`src/design/fet_defines.svh`:
```
/*
  timing, geometry and data constants of the embedded operation sequencer.
  assumes a single 100 MHz system clock; included by bare name.
*/
`ifndef FET_DEFINES_SVH
`define FET_DEFINES_SVH

`define FET_CLK_KHZ 100000
`define FET_CLK_NS 10
`define FET_ERASE_MS 3500
`define FET_PROG_US 1050
`define FET_SECT_PROG_MS 269
`define FET_EES_US 30
`define FET_SUSP_US 50
`define FET_RESUME_GAP_NS 60
`define FET_BUF_WORDS 256
`define FET_SECTOR_WORDS 65536
`define FET_PREPROG_DATA 16'h0000
`define FET_ADDR_W 26
`define FET_TMR_W 32

`endif

```
`src/design/fet_pkg.sv`:
```
/*
  types of the embedded operation sequencer.
  assumes nothing beyond the defines header.
*/
package fet_pkg;

  typedef enum logic [3:0] {
    OP_WORD,
    OP_BUF,
    OP_ERASE,
    OP_EVAL,
    OP_NVR,
    OP_OTP,
    OP_SUSPEND,
    OP_RESUME
  } fet_op_t;

  typedef enum logic [2:0] {
    ST_IDLE,
    ST_PREPROG,
    ST_ERASE,
    ST_PROG,
    ST_EVAL,
    ST_SUSP
  } fet_state_t;

endpackage

```
`src/design/fet_timer_if.sv`:
```
/*
  carrier between the sequencer and its algorithm timer.
  assumes both ends share clk_sys.
*/
`timescale 1ns/10ps
`include "fet_defines.svh"

interface fet_timer_if;
  logic load;
  logic [`FET_TMR_W-1:0] load_val;
  logic pause;
  logic zero;

  modport seq (output load, output load_val, output pause, input zero);
  modport tmr (input load, input load_val, input pause, output zero);
endinterface

```
`src/design/fet_timer.sv`:
```
/*
  down counter timing one embedded algorithm, frozen while paused.
  assumes load is a one-cycle pulse from the sequencer on the same clock.
*/
`timescale 1ns/10ps
`include "fet_defines.svh"

module fet_timer (
  // clock and reset
  input wire logic clk_sys,
  input wire logic rstn,
  // sequencer side
  fet_timer_if.tmr tp
);

  logic [`FET_TMR_W-1:0] cnt;
  logic zero;
  wire logic [`FET_TMR_W-1:0] next_cnt;

  assign next_cnt = tp.load ? tp.load_val :
                    (tp.pause || cnt == '0) ? cnt : cnt - `FET_TMR_W'h1;
  assign tp.zero = zero;

  always_ff @(posedge clk_sys or negedge rstn) begin
    if (!rstn) begin
      cnt <= '0;
      zero <= 1'b1;
    end else begin
      cnt <= next_cnt;
      zero <= (next_cnt == '0);
    end
  end

endmodule // fet_timer

```
`src/design/fet_seq.sv`:
```
/*
  embedded program / erase / status-evaluation sequencer with suspend and resume.
  assumes commands arrive already decoded, as one-cycle strobes from logic on clk_sys.
*/
// Operation
// - a sector erase, pre-programming included, ends within 3500 ms.
// - an erase first programs every word of the sector to zero and only then erases.
// - a single-word program ends within 1050 us of its command.
// - a buffered program of up to 512 bytes ends within 1050 us; in byte mode a full 256-word buffer is refused instead.
// - a whole sector of full-buffer programs takes at most 269 ms of algorithm time.
// - after an accepted suspend the running operation stops and the device is ready within 50 us.
// - the erase-status evaluation ends within 30 us.
// - every non-volatile register write costs one cycle of the whole register array.
// - one-time-programmable writes live in a separate array and cost no cycle.
`timescale 1ns/10ps
`include "fet_defines.svh"

module fet_seq
  import fet_pkg::*;
#(
  parameter int ADDR_W = `FET_ADDR_W,
  parameter int SECTOR_WORDS = `FET_SECTOR_WORDS,
  parameter logic [31:0] ERASE_CYC = 32'(`FET_ERASE_MS * `FET_CLK_KHZ),
  parameter logic [31:0] PROG_CYC = 32'(`FET_PROG_US * `FET_CLK_KHZ / 1000),
  parameter logic [31:0] SECT_PROG_CYC = 32'(`FET_SECT_PROG_MS * `FET_CLK_KHZ),
  parameter logic [31:0] SUSP_CYC = 32'(`FET_SUSP_US * `FET_CLK_KHZ / 1000)
) (
  // clock and reset
  input wire logic clk_sys,
  input wire logic rstn,
  // decoded command strobe
  input wire logic cmd_valid,
  input wire fet_op_t cmd_op,
  input wire logic [ADDR_W-1:0] cmd_addr,
  input wire logic [8:0] cmd_words,
  input wire logic byte_mode,
  // status
  output logic busy,
  output logic suspended,
  output logic op_done,
  output logic cmd_reject,
  // array pre-programming and erase
  output logic preprog_valid,
  output logic [ADDR_W-1:0] preprog_addr,
  output logic [15:0] preprog_data,
  output logic erase_active,
  // wear accounting
  output logic [31:0] nvr_pe_count
);

  localparam logic [31:0] EES_CYC = 32'(`FET_EES_US * `FET_CLK_KHZ / 1000);
  localparam logic [3:0] GAP_CYC = 4'((`FET_RESUME_GAP_NS + `FET_CLK_NS - 1) / `FET_CLK_NS);
  localparam logic [ADDR_W-1:0] SECT_MASK = ADDR_W'(SECTOR_WORDS - 1);

  function automatic logic [31:0] cyc_load(input logic [31:0] n);
    return n - 32'h1;
  endfunction

  fet_timer_if tif();

  fet_timer u_timer (
    .clk_sys(clk_sys),
    .rstn(rstn),
    .tp(tif.tmr)
  );

  fet_state_t state;
  fet_state_t next_state;
  fet_state_t saved;
  logic [ADDR_W-1:0] sect_base;
  logic [ADDR_W-1:0] pre_idx;
  logic [3:0] gap_cnt;
  logic timer_armed;

  wire logic is_idle = (state == ST_IDLE);
  wire logic is_work = (cmd_op == OP_WORD) || (cmd_op == OP_BUF) || (cmd_op == OP_ERASE) ||
                       (cmd_op == OP_EVAL) || (cmd_op == OP_NVR) || (cmd_op == OP_OTP);
  // oversize or full buffer in byte mode is refused, not truncated
  wire logic bad_buf = (cmd_op == OP_BUF) &&
                       (cmd_words > 9'(`FET_BUF_WORDS) || cmd_words == 9'h0 ||
                        (byte_mode && cmd_words == 9'(`FET_BUF_WORDS)));
  wire logic start_ok = cmd_valid && is_idle && is_work && !bad_buf;
  wire logic tmr_end = tif.zero && timer_armed;
  wire logic ends = tmr_end && ((state == ST_ERASE) || (state == ST_PROG) || (state == ST_EVAL));
  wire logic susp_able = (state == ST_PREPROG) || (state == ST_ERASE) || (state == ST_PROG);
  // too-early suspend is dropped so progress is guaranteed; one landing on the last cycle is moot
  wire logic susp_ok = cmd_valid && (cmd_op == OP_SUSPEND) && susp_able && (gap_cnt == 4'h0) && !ends;
  wire logic res_ok = cmd_valid && (cmd_op == OP_RESUME) && (state == ST_SUSP);
  wire logic next_reject = cmd_valid && !(start_ok || susp_ok || res_ok);
  wire logic pre_last = ((pre_idx & SECT_MASK) == SECT_MASK);

  // resume never reloads: the frozen remainder carries on
  assign tif.load = start_ok;
  assign tif.pause = (state == ST_SUSP);
  assign tif.load_val = (cmd_op == OP_ERASE) ? cyc_load(ERASE_CYC) :
                        (cmd_op == OP_EVAL) ? cyc_load(EES_CYC) :
                        cyc_load(PROG_CYC);

  always_comb begin
    next_state = state;
    case (state)
      ST_IDLE: begin
        if (start_ok) begin
          case (cmd_op)
            OP_ERASE: next_state = ST_PREPROG;
            OP_EVAL: next_state = ST_EVAL;
            default: next_state = ST_PROG;
          endcase
        end
      end
      ST_PREPROG: begin
        if (susp_ok) next_state = ST_SUSP;
        else if (pre_last) next_state = ST_ERASE;
      end
      ST_ERASE, ST_PROG: begin
        if (susp_ok) next_state = ST_SUSP;
        else if (ends) next_state = ST_IDLE;
      end
      ST_EVAL: begin
        if (ends) next_state = ST_IDLE;
      end
      ST_SUSP: begin
        if (res_ok) next_state = saved;
      end
      default: next_state = ST_IDLE;
    endcase
  end

  always_ff @(posedge clk_sys or negedge rstn) begin
    if (!rstn) begin
      state <= ST_IDLE;
      saved <= ST_IDLE;
      timer_armed <= 1'b0;
    end else begin
      state <= next_state;
      if (susp_ok) saved <= state;
      timer_armed <= !tif.load;
    end
  end

  // resume reloads gap_cnt with GAP_CYC, holding off a new suspend; the timer is not reloaded
  always_ff @(posedge clk_sys or negedge rstn) begin
    if (!rstn) begin
      gap_cnt <= 4'h0;
    end else if (res_ok) begin
      gap_cnt <= GAP_CYC;
    end else if (gap_cnt != 4'h0) begin
      gap_cnt <= gap_cnt - 4'h1;
    end
  end

  always_ff @(posedge clk_sys or negedge rstn) begin
    if (!rstn) begin
      sect_base <= '0;
      pre_idx <= '0;
    end else if (start_ok && cmd_op == OP_ERASE) begin
      sect_base <= cmd_addr & ~SECT_MASK;
      pre_idx <= '0;
    end else if (state == ST_PREPROG && next_state == ST_PREPROG) begin
      pre_idx <= pre_idx + ADDR_W'(1);
    end
  end

  always_ff @(posedge clk_sys or negedge rstn) begin
    if (!rstn) begin
      busy <= 1'b0;
      suspended <= 1'b0;
      op_done <= 1'b0;
      cmd_reject <= 1'b0;
      preprog_valid <= 1'b0;
      preprog_addr <= '0;
      preprog_data <= `FET_PREPROG_DATA;
      erase_active <= 1'b0;
      nvr_pe_count <= 32'h0;
    end else begin
      busy <= (next_state != ST_IDLE) && (next_state != ST_SUSP);
      suspended <= (next_state == ST_SUSP);
      op_done <= ends && !susp_ok;
      cmd_reject <= next_reject;
      preprog_valid <= (state == ST_PREPROG) && !susp_ok;
      preprog_addr <= sect_base | (pre_idx & SECT_MASK);
      preprog_data <= `FET_PREPROG_DATA;
      // lags a cycle so it never overlaps the last pre-program word
      erase_active <= (state == ST_ERASE) && (next_state == ST_ERASE);
      // whole register array wears on any register write; otp array does not
      if (start_ok && cmd_op == OP_NVR) nvr_pe_count <= nvr_pe_count + 32'h1;
    end
  end

  // checking helpers: active (unsuspended) cycles of the current operation
  logic [31:0] act_cnt;
  fet_op_t cur_op;
  always_ff @(posedge clk_sys or negedge rstn) begin
    if (!rstn) begin
      act_cnt <= 32'h0;
      cur_op <= OP_WORD;
    end else begin
      if (start_ok) cur_op <= cmd_op;
      if (start_ok) act_cnt <= 32'h0;
      else if (busy) act_cnt <= act_cnt + 32'h1;
    end
  end

  property p_erase_max;
    @(posedge clk_sys) disable iff (!rstn) busy && cur_op == OP_ERASE |-> act_cnt < ERASE_CYC;
  endproperty
  a_erase_max: assert property (p_erase_max) else $error("erase exceeds its limit");

  property p_preprog_first;
    @(posedge clk_sys) disable iff (!rstn) erase_active |-> !preprog_valid && pre_last;
  endproperty
  a_preprog_first: assert property (p_preprog_first) else $error("erase began before pre-program");

  property p_word_max;
    @(posedge clk_sys) disable iff (!rstn) busy && cur_op == OP_WORD |-> act_cnt < PROG_CYC;
  endproperty
  a_word_max: assert property (p_word_max) else $error("word program too long");

  property p_buf_max;
    @(posedge clk_sys) disable iff (!rstn) busy && cur_op == OP_BUF |-> act_cnt < PROG_CYC;
  endproperty
  a_buf_max: assert property (p_buf_max) else $error("buffer program too long");

  property p_sect_prog;
    @(posedge clk_sys) disable iff (!rstn)
      op_done && cur_op == OP_BUF |->
        40'(act_cnt) * 40'((SECTOR_WORDS + `FET_BUF_WORDS - 1) / `FET_BUF_WORDS) <= 40'(SECT_PROG_CYC);
  endproperty
  a_sect_prog: assert property (p_sect_prog) else $error("sector program budget exceeded");

  property p_susp_ready;
    @(posedge clk_sys) disable iff (!rstn) susp_ok |=> suspended && !busy && !op_done;
  endproperty
  a_susp_ready: assert property (p_susp_ready) else $error("suspend not honoured");

  property p_eval_max;
    @(posedge clk_sys) disable iff (!rstn) busy && cur_op == OP_EVAL |-> act_cnt < EES_CYC;
  endproperty
  a_eval_max: assert property (p_eval_max) else $error("status evaluation too long");

  property p_nvr_wear;
    @(posedge clk_sys) disable iff (!rstn) start_ok && cmd_op == OP_NVR |=> nvr_pe_count == $past(nvr_pe_count) + 32'h1;
  endproperty
  a_nvr_wear: assert property (p_nvr_wear) else $error("register write did not wear array");

  property p_otp_nowear;
    @(posedge clk_sys) disable iff (!rstn) start_ok && cmd_op == OP_OTP |=> $stable(nvr_pe_count);
  endproperty
  a_otp_nowear: assert property (p_otp_nowear) else $error("otp write wore register array");

  property p_busy_span;
    @(posedge clk_sys) disable iff (!rstn) start_ok |=> busy && !op_done ##1 (busy || suspended);
  endproperty
  a_busy_span: assert property (p_busy_span) else $error("busy not shown during operation");

endmodule // fet_seq

```
`config.mk`:
```
export PLATFORM = sky130hd
export DESIGN_NAME = fet_seq
export DESIGN_NICKNAME = d
export VERILOG_FILES = /design/src/design/fet_pkg.sv /design/src/design/fet_timer_if.sv /design/src/design/fet_timer.sv /design/src/design/fet_seq.sv
export VERILOG_INCLUDE_DIRS = /design/src /design/src/design
export SDC_FILE = /design/constraint.sdc
export NUM_CORES = 1
export LEC_CHECK = 0
export BUFFER_PORTS_ARGS = -buffer_cell sky130_fd_sc_hd__buf_4
export CELL_PAD_IN_SITES_DETAIL_PLACEMENT = 1
export CELL_PAD_IN_SITES_GLOBAL_PLACEMENT = 2
export CORE_ASPECT_RATIO = 0.9
export CORE_UTILIZATION = 37
export CTS_BUF_LIST = sky130_fd_sc_hd__clkbuf_4 sky130_fd_sc_hd__clkbuf_8 sky130_fd_sc_hd__clkbuf_16
export DETAILED_ROUTE_END_ITERATION = 8
export PLACE_DENSITY = 0.83
export SKIP_CTS_REPAIR_TIMING = 1
export SYNTH_ARGS = -nofsm -noshare
export SYNTH_HDL_FRONTEND = slang
export SYNTH_SLANG_ARGS = --single-unit
```
`constraint.sdc`:
```
create_clock -name clk_sys -period 4.6 [get_ports clk_sys]
set_clock_uncertainty 0.15 [all_clocks]
set_input_delay 0.92 -clock clk_sys [delete_from_list [all_inputs] [get_ports clk_sys]]
set_output_delay 0.92 -clock clk_sys [all_outputs]
set_load 0.05 [all_outputs]
```
Yosys cells after proc, flatten, opt, wreduce, memory -nomap -nowiden
Cells that the tools add are included.
- input port bits: 43
- logic and storage cells: 107
- output and inout port bits: 80
- bits in registers: 144
- eq/ne operators: 18
- reduce and logical (&&, ||, !) cells: 51
- mux-type cells: 16
- $lt $le $gt $ge: 1
- add/sub/neg operators: 4
- bitwise gates (word level): 1
- operators with widths (operator ; count):
    $logic_not A32 Y1 ; 2
    $mux W32 ; 2
    $mux W26 ; 2
    $add A32 B1 Y32 const B ; 1
    $sub A32 B1 Y32 const B ; 1
    $mux W29 ; 1
    $add A26 B1 Y26 const B ; 1
    $or A26 B16 Y26 ; 1
    $logic_and A1 B1 Y1 ; 21
    $mux W3 ; 6
    $mux W17 ; 1
    $eq A16 B16 Y1 const B ; 1
    $eq A4 B3 Y1 const B ; 4
    $pmux W3 S5 ; 1
    $logic_or A1 B1 Y1 ; 14
    $eq A3 B2 Y1 const B ; 3
    $eq A3 B3 Y1 const B ; 3
    $eq A9 B9 Y1 const B ; 1
    $gt A9 B9 Y1 const B ; 1
    $logic_not A9 Y1 ; 1
    $eq A4 B2 Y1 const B ; 2
    $logic_not A4 Y1 ; 2
    $mux W4 ; 2
    $eq A3 B1 Y1 const B ; 2
    10 further kinds ; 15

Logic depth before layout (Yosys ltp)
- depth after elaboration: 14
- gate-level depth with buffers: 12
- gate-level depth less buffers: 11

Hierarchy
A second synthesis with hierarchy kept.
- cells, all modules: 647
- area, all modules: 6797.8 µm²
- by module, submodules not included (module ; cells each ; area each (µm²) ; times used ; sequential area each (µm²)):
    fet_seq ; 380 ; 4449.3 ; 1 ; 2527.4
    fet_timer ; 267 ; 2348.5 ; 1 ; 827.0

Least setup slack after synthesis
No wires, ideal clock.
- kind: in2reg
- start point: in cmd_words[5]
- end point: reg pre_idx[5]
- stages: 11
- arrival time: 3347 ps
- setup time: 78 ps
- data required time: 4372 ps
- path slack: 1025 ps
- cell sequence: or4_1 nor2_1 ha_1 a21oi_1 o31ai_1 nor3_1 a211oi_1 nor4_1 nand2_1 or3_1 a21oi_1
- cells in the longest elaborated chain, start to end: 11
- elaborated cells on any way between the ends: 16
- classes of those cells: 1 x order compare; 2 x eq/ne; 3 x mux; 10 x reduce/logical
- RTL lines (element ; RTL line ; RTL):
    start: declaration ; fet_seq.sv:35 ; input wire logic [8:0] cmd_words,
    $gt A9 B9 Y1, or another cell as far along ; fet_seq.sv:80 ; (cmd_words > 9'(`FET_BUF_WORDS) || cmd_words == 9'h0 ||
    $logic_or A1 B1 Y1 or $logic_and A1 B1 Y1 (tied branches) ; fet_seq.sv:80, fet_seq.sv:81 ;
    $logic_or A1 B1 Y1 * ; fet_seq.sv:80 ;
    $logic_and A1 B1 Y1 * ; fet_seq.sv:79 ; wire logic bad_buf = (cmd_op == OP_BUF) &&
    $logic_not A1 Y1 * ; fet_seq.sv:82 ; wire logic start_ok = cmd_valid && is_idle && is_work && !bad_buf;
    $logic_and A1 B1 Y1 * ; fet_seq.sv:82 ;
    $mux W3 ; fet_seq.sv:103 ; if (start_ok) begin
    $pmux W3 S5 ; fet_seq.sv:101 ; case (state)
    $eq A3 B1 Y1 ; fet_seq.sv:159 ; end else if (state == ST_PREPROG && next_state == ST_PREPROG) begin
    $logic_and A1 B1 Y1 ; fet_seq.sv:159 ;
    $reduce_bool A2 Y1 (no source line) ; n/a ;
    end signal: assignment ; fet_seq.sv:160 ; pre_idx <= pre_idx + ADDR_W'(1);
    end: declaration ; fet_seq.sv:71 ; logic [ADDR_W-1:0] pre_idx;
Mark *: on every way between the ends. The rest lies on a longest branch, timed or not.
A chain may end at the register's enable or synchronous reset.

Worst setup path in the final report
- start point: in cmd_words[5]
- end point: reg pre_idx[11]
The elaborated chain is that of the path after synthesis.

==> results.json <==
{
  "synthSimpleGateAreaFrac_pct": 23.9,
  "slowest_delay_ns": 0.52,
  "yosysWarnings": 0,
  "num-nets-final": 767,
  "ys_types": 64,
  "seq_area_frac_synth_pct": 52.8,
  "ys_top_cells_by_count": "dfrtp_1 (133), nand2_1 (69), nor2_1 (53), xnor2_1 (36), nor3_1 (27)",
  "regArea_um2": 3350,
  "fin_ws_ns": 0.562,
  "p_leak_nw": 3.61,
  "drv_slew": 0,
  "antenna_cells": 0,
  "overflow": 0,
  "synth_xor_area_share_pct": 8.27,
  "synth_area_um2": 6350,
  "clockBufferDepth": 2,
  "start_util_pct": 37.7,
  "tightest_slew_ns": 1.05,
  "synth_compound_area_share_pct": 8.33,
  "reg2reg_to": "u_timer.tp.zero",
  "final.period_utilization_pct": 87.8,
  "hp-start": "sect_base[20]",
  "layout-drive-gt1-share_pct": 21.5,
  "status": "complete, no violations",
  "root_buffer": "clkbuf_16",
  "synthCells": 621,
  "synth_top_family_by_area": "simple AND/OR/NAND/NOR gates",
  "dp_hpwl_mm": 11.4,
  "hold_class": "flip-flop to flip-flop",
  "clk_pin_slew_ns": 0.06,
  "final_util_pct": 46.3,
  "ys.flop_type": "dfrtp_1",
  "crit_required_ns": 4.79,
  "sequentialPowerShare_pct": 40.7,
  "vias_per_cell": 5.32,
  "power_frac_clock_pct": 31.8,
  "die_width_um": 140,
  "r2r_setup_slack_ns": 0.87,
  "die-area_um2": 17700,
  "combPwrFrac_pct": 27.5,
  "crit_slowest_cell": "or4_1",
  "synth.most_common_cell": "dfrtp_1",
  "setup_viol": 0,
  "power_density_nw_per_um2": 538,
  "period_minus_slack_ns": 4.04,
  "r2r_start": "u_timer.cnt[16]",
  "p_sw_w": 0.00152,
  "min_path_cells": 0,
  "synth_top_area_cell": "dfrtp_1",
  "pin_count": 123,
  "hold_end": "preprog_addr[20]",
  "avgSynthCellArea_um2": 10.2,
  "fill_cells": 1892,
  "multi_input_area_um2": 2790,
  "synthArstFlopShare_pct": 100,
  "arrival_ns": 4.23,
  "areaGrowthSynthToFinish_pct": 22.6,
  "first_pass_iters": 4,
  "r2r_cells": 9,
  "finalHoldViolCount": 0,
  "max_slew_margin_pct": 29.9,
  "criticalPathCategory": "input port to flip-flop",
  "htreeDepth": 4,
  "postRouteAntennaNets": 0,
  "cts_tree": "yes",
  "grt_pass1_wl_mm": 27.1,
  "synthDominantCellAreaShare_pct": 52.4,
  "place_worst_setup_slack_ns": 0.149,
  "fmax_mhz": 248,
  "cts_buffers": 17,
  "drc": 0,
  "synthMuxAreaShare_pct": 1.20,
  "grt_pass1_vias": 5357,
  "routed-via-count": 5015,
  "drtIter0Drc": 154,
  "rsz0062_at_grt": "false",
  "critPathMaxFanout": 12,
  "die_h_um": 126,
  "grt_start_max_net_pins": 112,
  "insertion_delay_ns": 0.42,
  "synthAdderAreaFrac_pct": 1.18,
  "synth.area.top_cells": "dfrtp_1 (52%), xnor2_1 (5.0%), nand2_1 (4.1%), xor2_1 (3.3%), nor2_1 (3.1%)",
  "groute.usage.overall_pct": 19.6,
  "core_area_um2": 16800,
  "p_int_w": 0.00267,
  "io_buffers": 90,
  "crit_path_start_kind": "input port",
  "ys_ff_latch": 134,
  "synth_edf_count": 0,
  "totalPowerFinal_w": 0.00419,
  "peakVddDrop_v": 0.000286,
  "antenna_found_initial": 0,
  "endpoint_kind": "flip-flop",
  "routabilityCongestion": 0.807,
  "path_cells": "buf_4 -> or4_1 -> nor2_1 -> ha_1 -> a21oi_1 -> o31ai_1 -> nor3_1 -> a211oi_1 -> nor4_2 -> buf_4 -> nand2_1 -> or3_1 -> a21oi_1",
  "wirelength_mm": 16.4,
  "maxCapViolations": 0,
  "clock_sinks": 134,
  "p_sw_share_pct": 36.2,
  "row_count": 45,
  "drt-wirelength-per-cell_um": 17.4,
  "setup_tns_ns": 0
}
-- logic make-up after synthesis --
family                   count (synthesis)
AND/OR/NAND/NOR                        281
flip-flops                             134
AO/OA/AOI/OAI                           80
XOR/XNOR                                60
buffers and inverters                   52
multiplexers                             7
adder cells (fa/ha/maj)                  6
other                                    1
-- worst max-delay path: cells and delay by family --
| family | cells | cell delay, ns |
|---|---|---|
| buffers and inverters | 2 | 0.36 |
| adders and majority gates | 1 | 0.23 |
| AOI/OAI and AO/OA | 4 | 0.88 |
| and+or+nand+nor | 6 | 1.83 |
-- layout by cell type, fill, tap and decap left out, types with 4 or more instances in the layout --
master / count
a211oi_1: 4
or3_1: 21
nor3_1: 26
and3_1: 11
nand2_1: 69
dfrtp_1: 133
xnor2_1: 36
nand2b_1: 11
xor2_1: 24
nor4_1: 12
buf_4: 96
nor2_1: 53
nand3b_1: 4
or2_2: 6
inv_1: 17
mux2_2: 5
o21ai_0: 19
or4_1: 8
conb_1: 16
a31oi_1: 5
ha_1: 6
o2111ai_1: 4
nand3_1: 19
o31ai_1: 6
a21o_1: 5
clkbuf_16: 17
nand4_1: 11
a21oi_1: 17
nor2b_1: 4
-- routing by layer --
metal  part of all wire, %  track usage [%]
met2                    49             32.9
met1                    45             24.8
met5                     0                0
met4                   1.4             6.21
met3                   4.3             5.02
-- sequential cells by signal, summed over array words and instances, names as in the netlist --
register,count
gap_cnt,4
busy,1
sect_base,10
saved,3
pre_idx,16
preprog_addr,26
op_done,1
erase_active,1
nvr_pe_count,32
cmd_reject,1
u_timer.tp.zero,1
timer_armed,1
u_timer.cnt,32
state,3
suspended,1
preprog_valid,1
-- power by group through the flow --
| stage | Combinational (W) | Clock, W | Sequential [W] |
|---|---|---|---|
| 4_1_cts | 0.00116 | 0.00137 | 0.00171 |
| 3_3_place_gp | 0.00110 | 0 | 0.00170 |
| 3_5_place_dp | 0.00115 | 0 | 0.00172 |
| 2_1_floorplan | 0.000685 | 0 | 0.00183 |
| 5_1_grt | 0.00127 | 0.00141 | 0.00175 |
| 6_report | 0.00115 | 0.00133 | 0.00171 |
-- metrics by stage --
stage          hold WS, ns  cells  area (um^2)
6_report             0.225    942         7790
5_1_grt              0.235    942         7790
4_1_cts              0.228    942         7790
3_5_place_dp         0.214    910         7210
3_3_place_gp         0.209    910         7210
2_1_floorplan        0.204    636         6410
-- layout make-up --
class,instances,share of cell area [%]
inverters,18,0.867
well taps,211,3.39
multi-input cells,450,35.9
flip-flops and latches,134,43.1
repair buffers,97,9.39
clock buffers,20,5.91
clock inverters,12,1.53
-- how the worst max path moves through the flow --
stage / startpoint / end / depth (start not counted)
detailed placement: cmd_words[5] / pre_idx[11] / 13
global route: cmd_words[5] / pre_idx[11] / 13
finish: cmd_words[5] / pre_idx[11] / 13
floorplan: cmd_words[5] / pre_idx[5] / 11
CTS: cmd_words[5] / pre_idx[11] / 13
global placement: cmd_words[5] / pre_idx[7] / 13
Power figures use the tool's default switching activity.
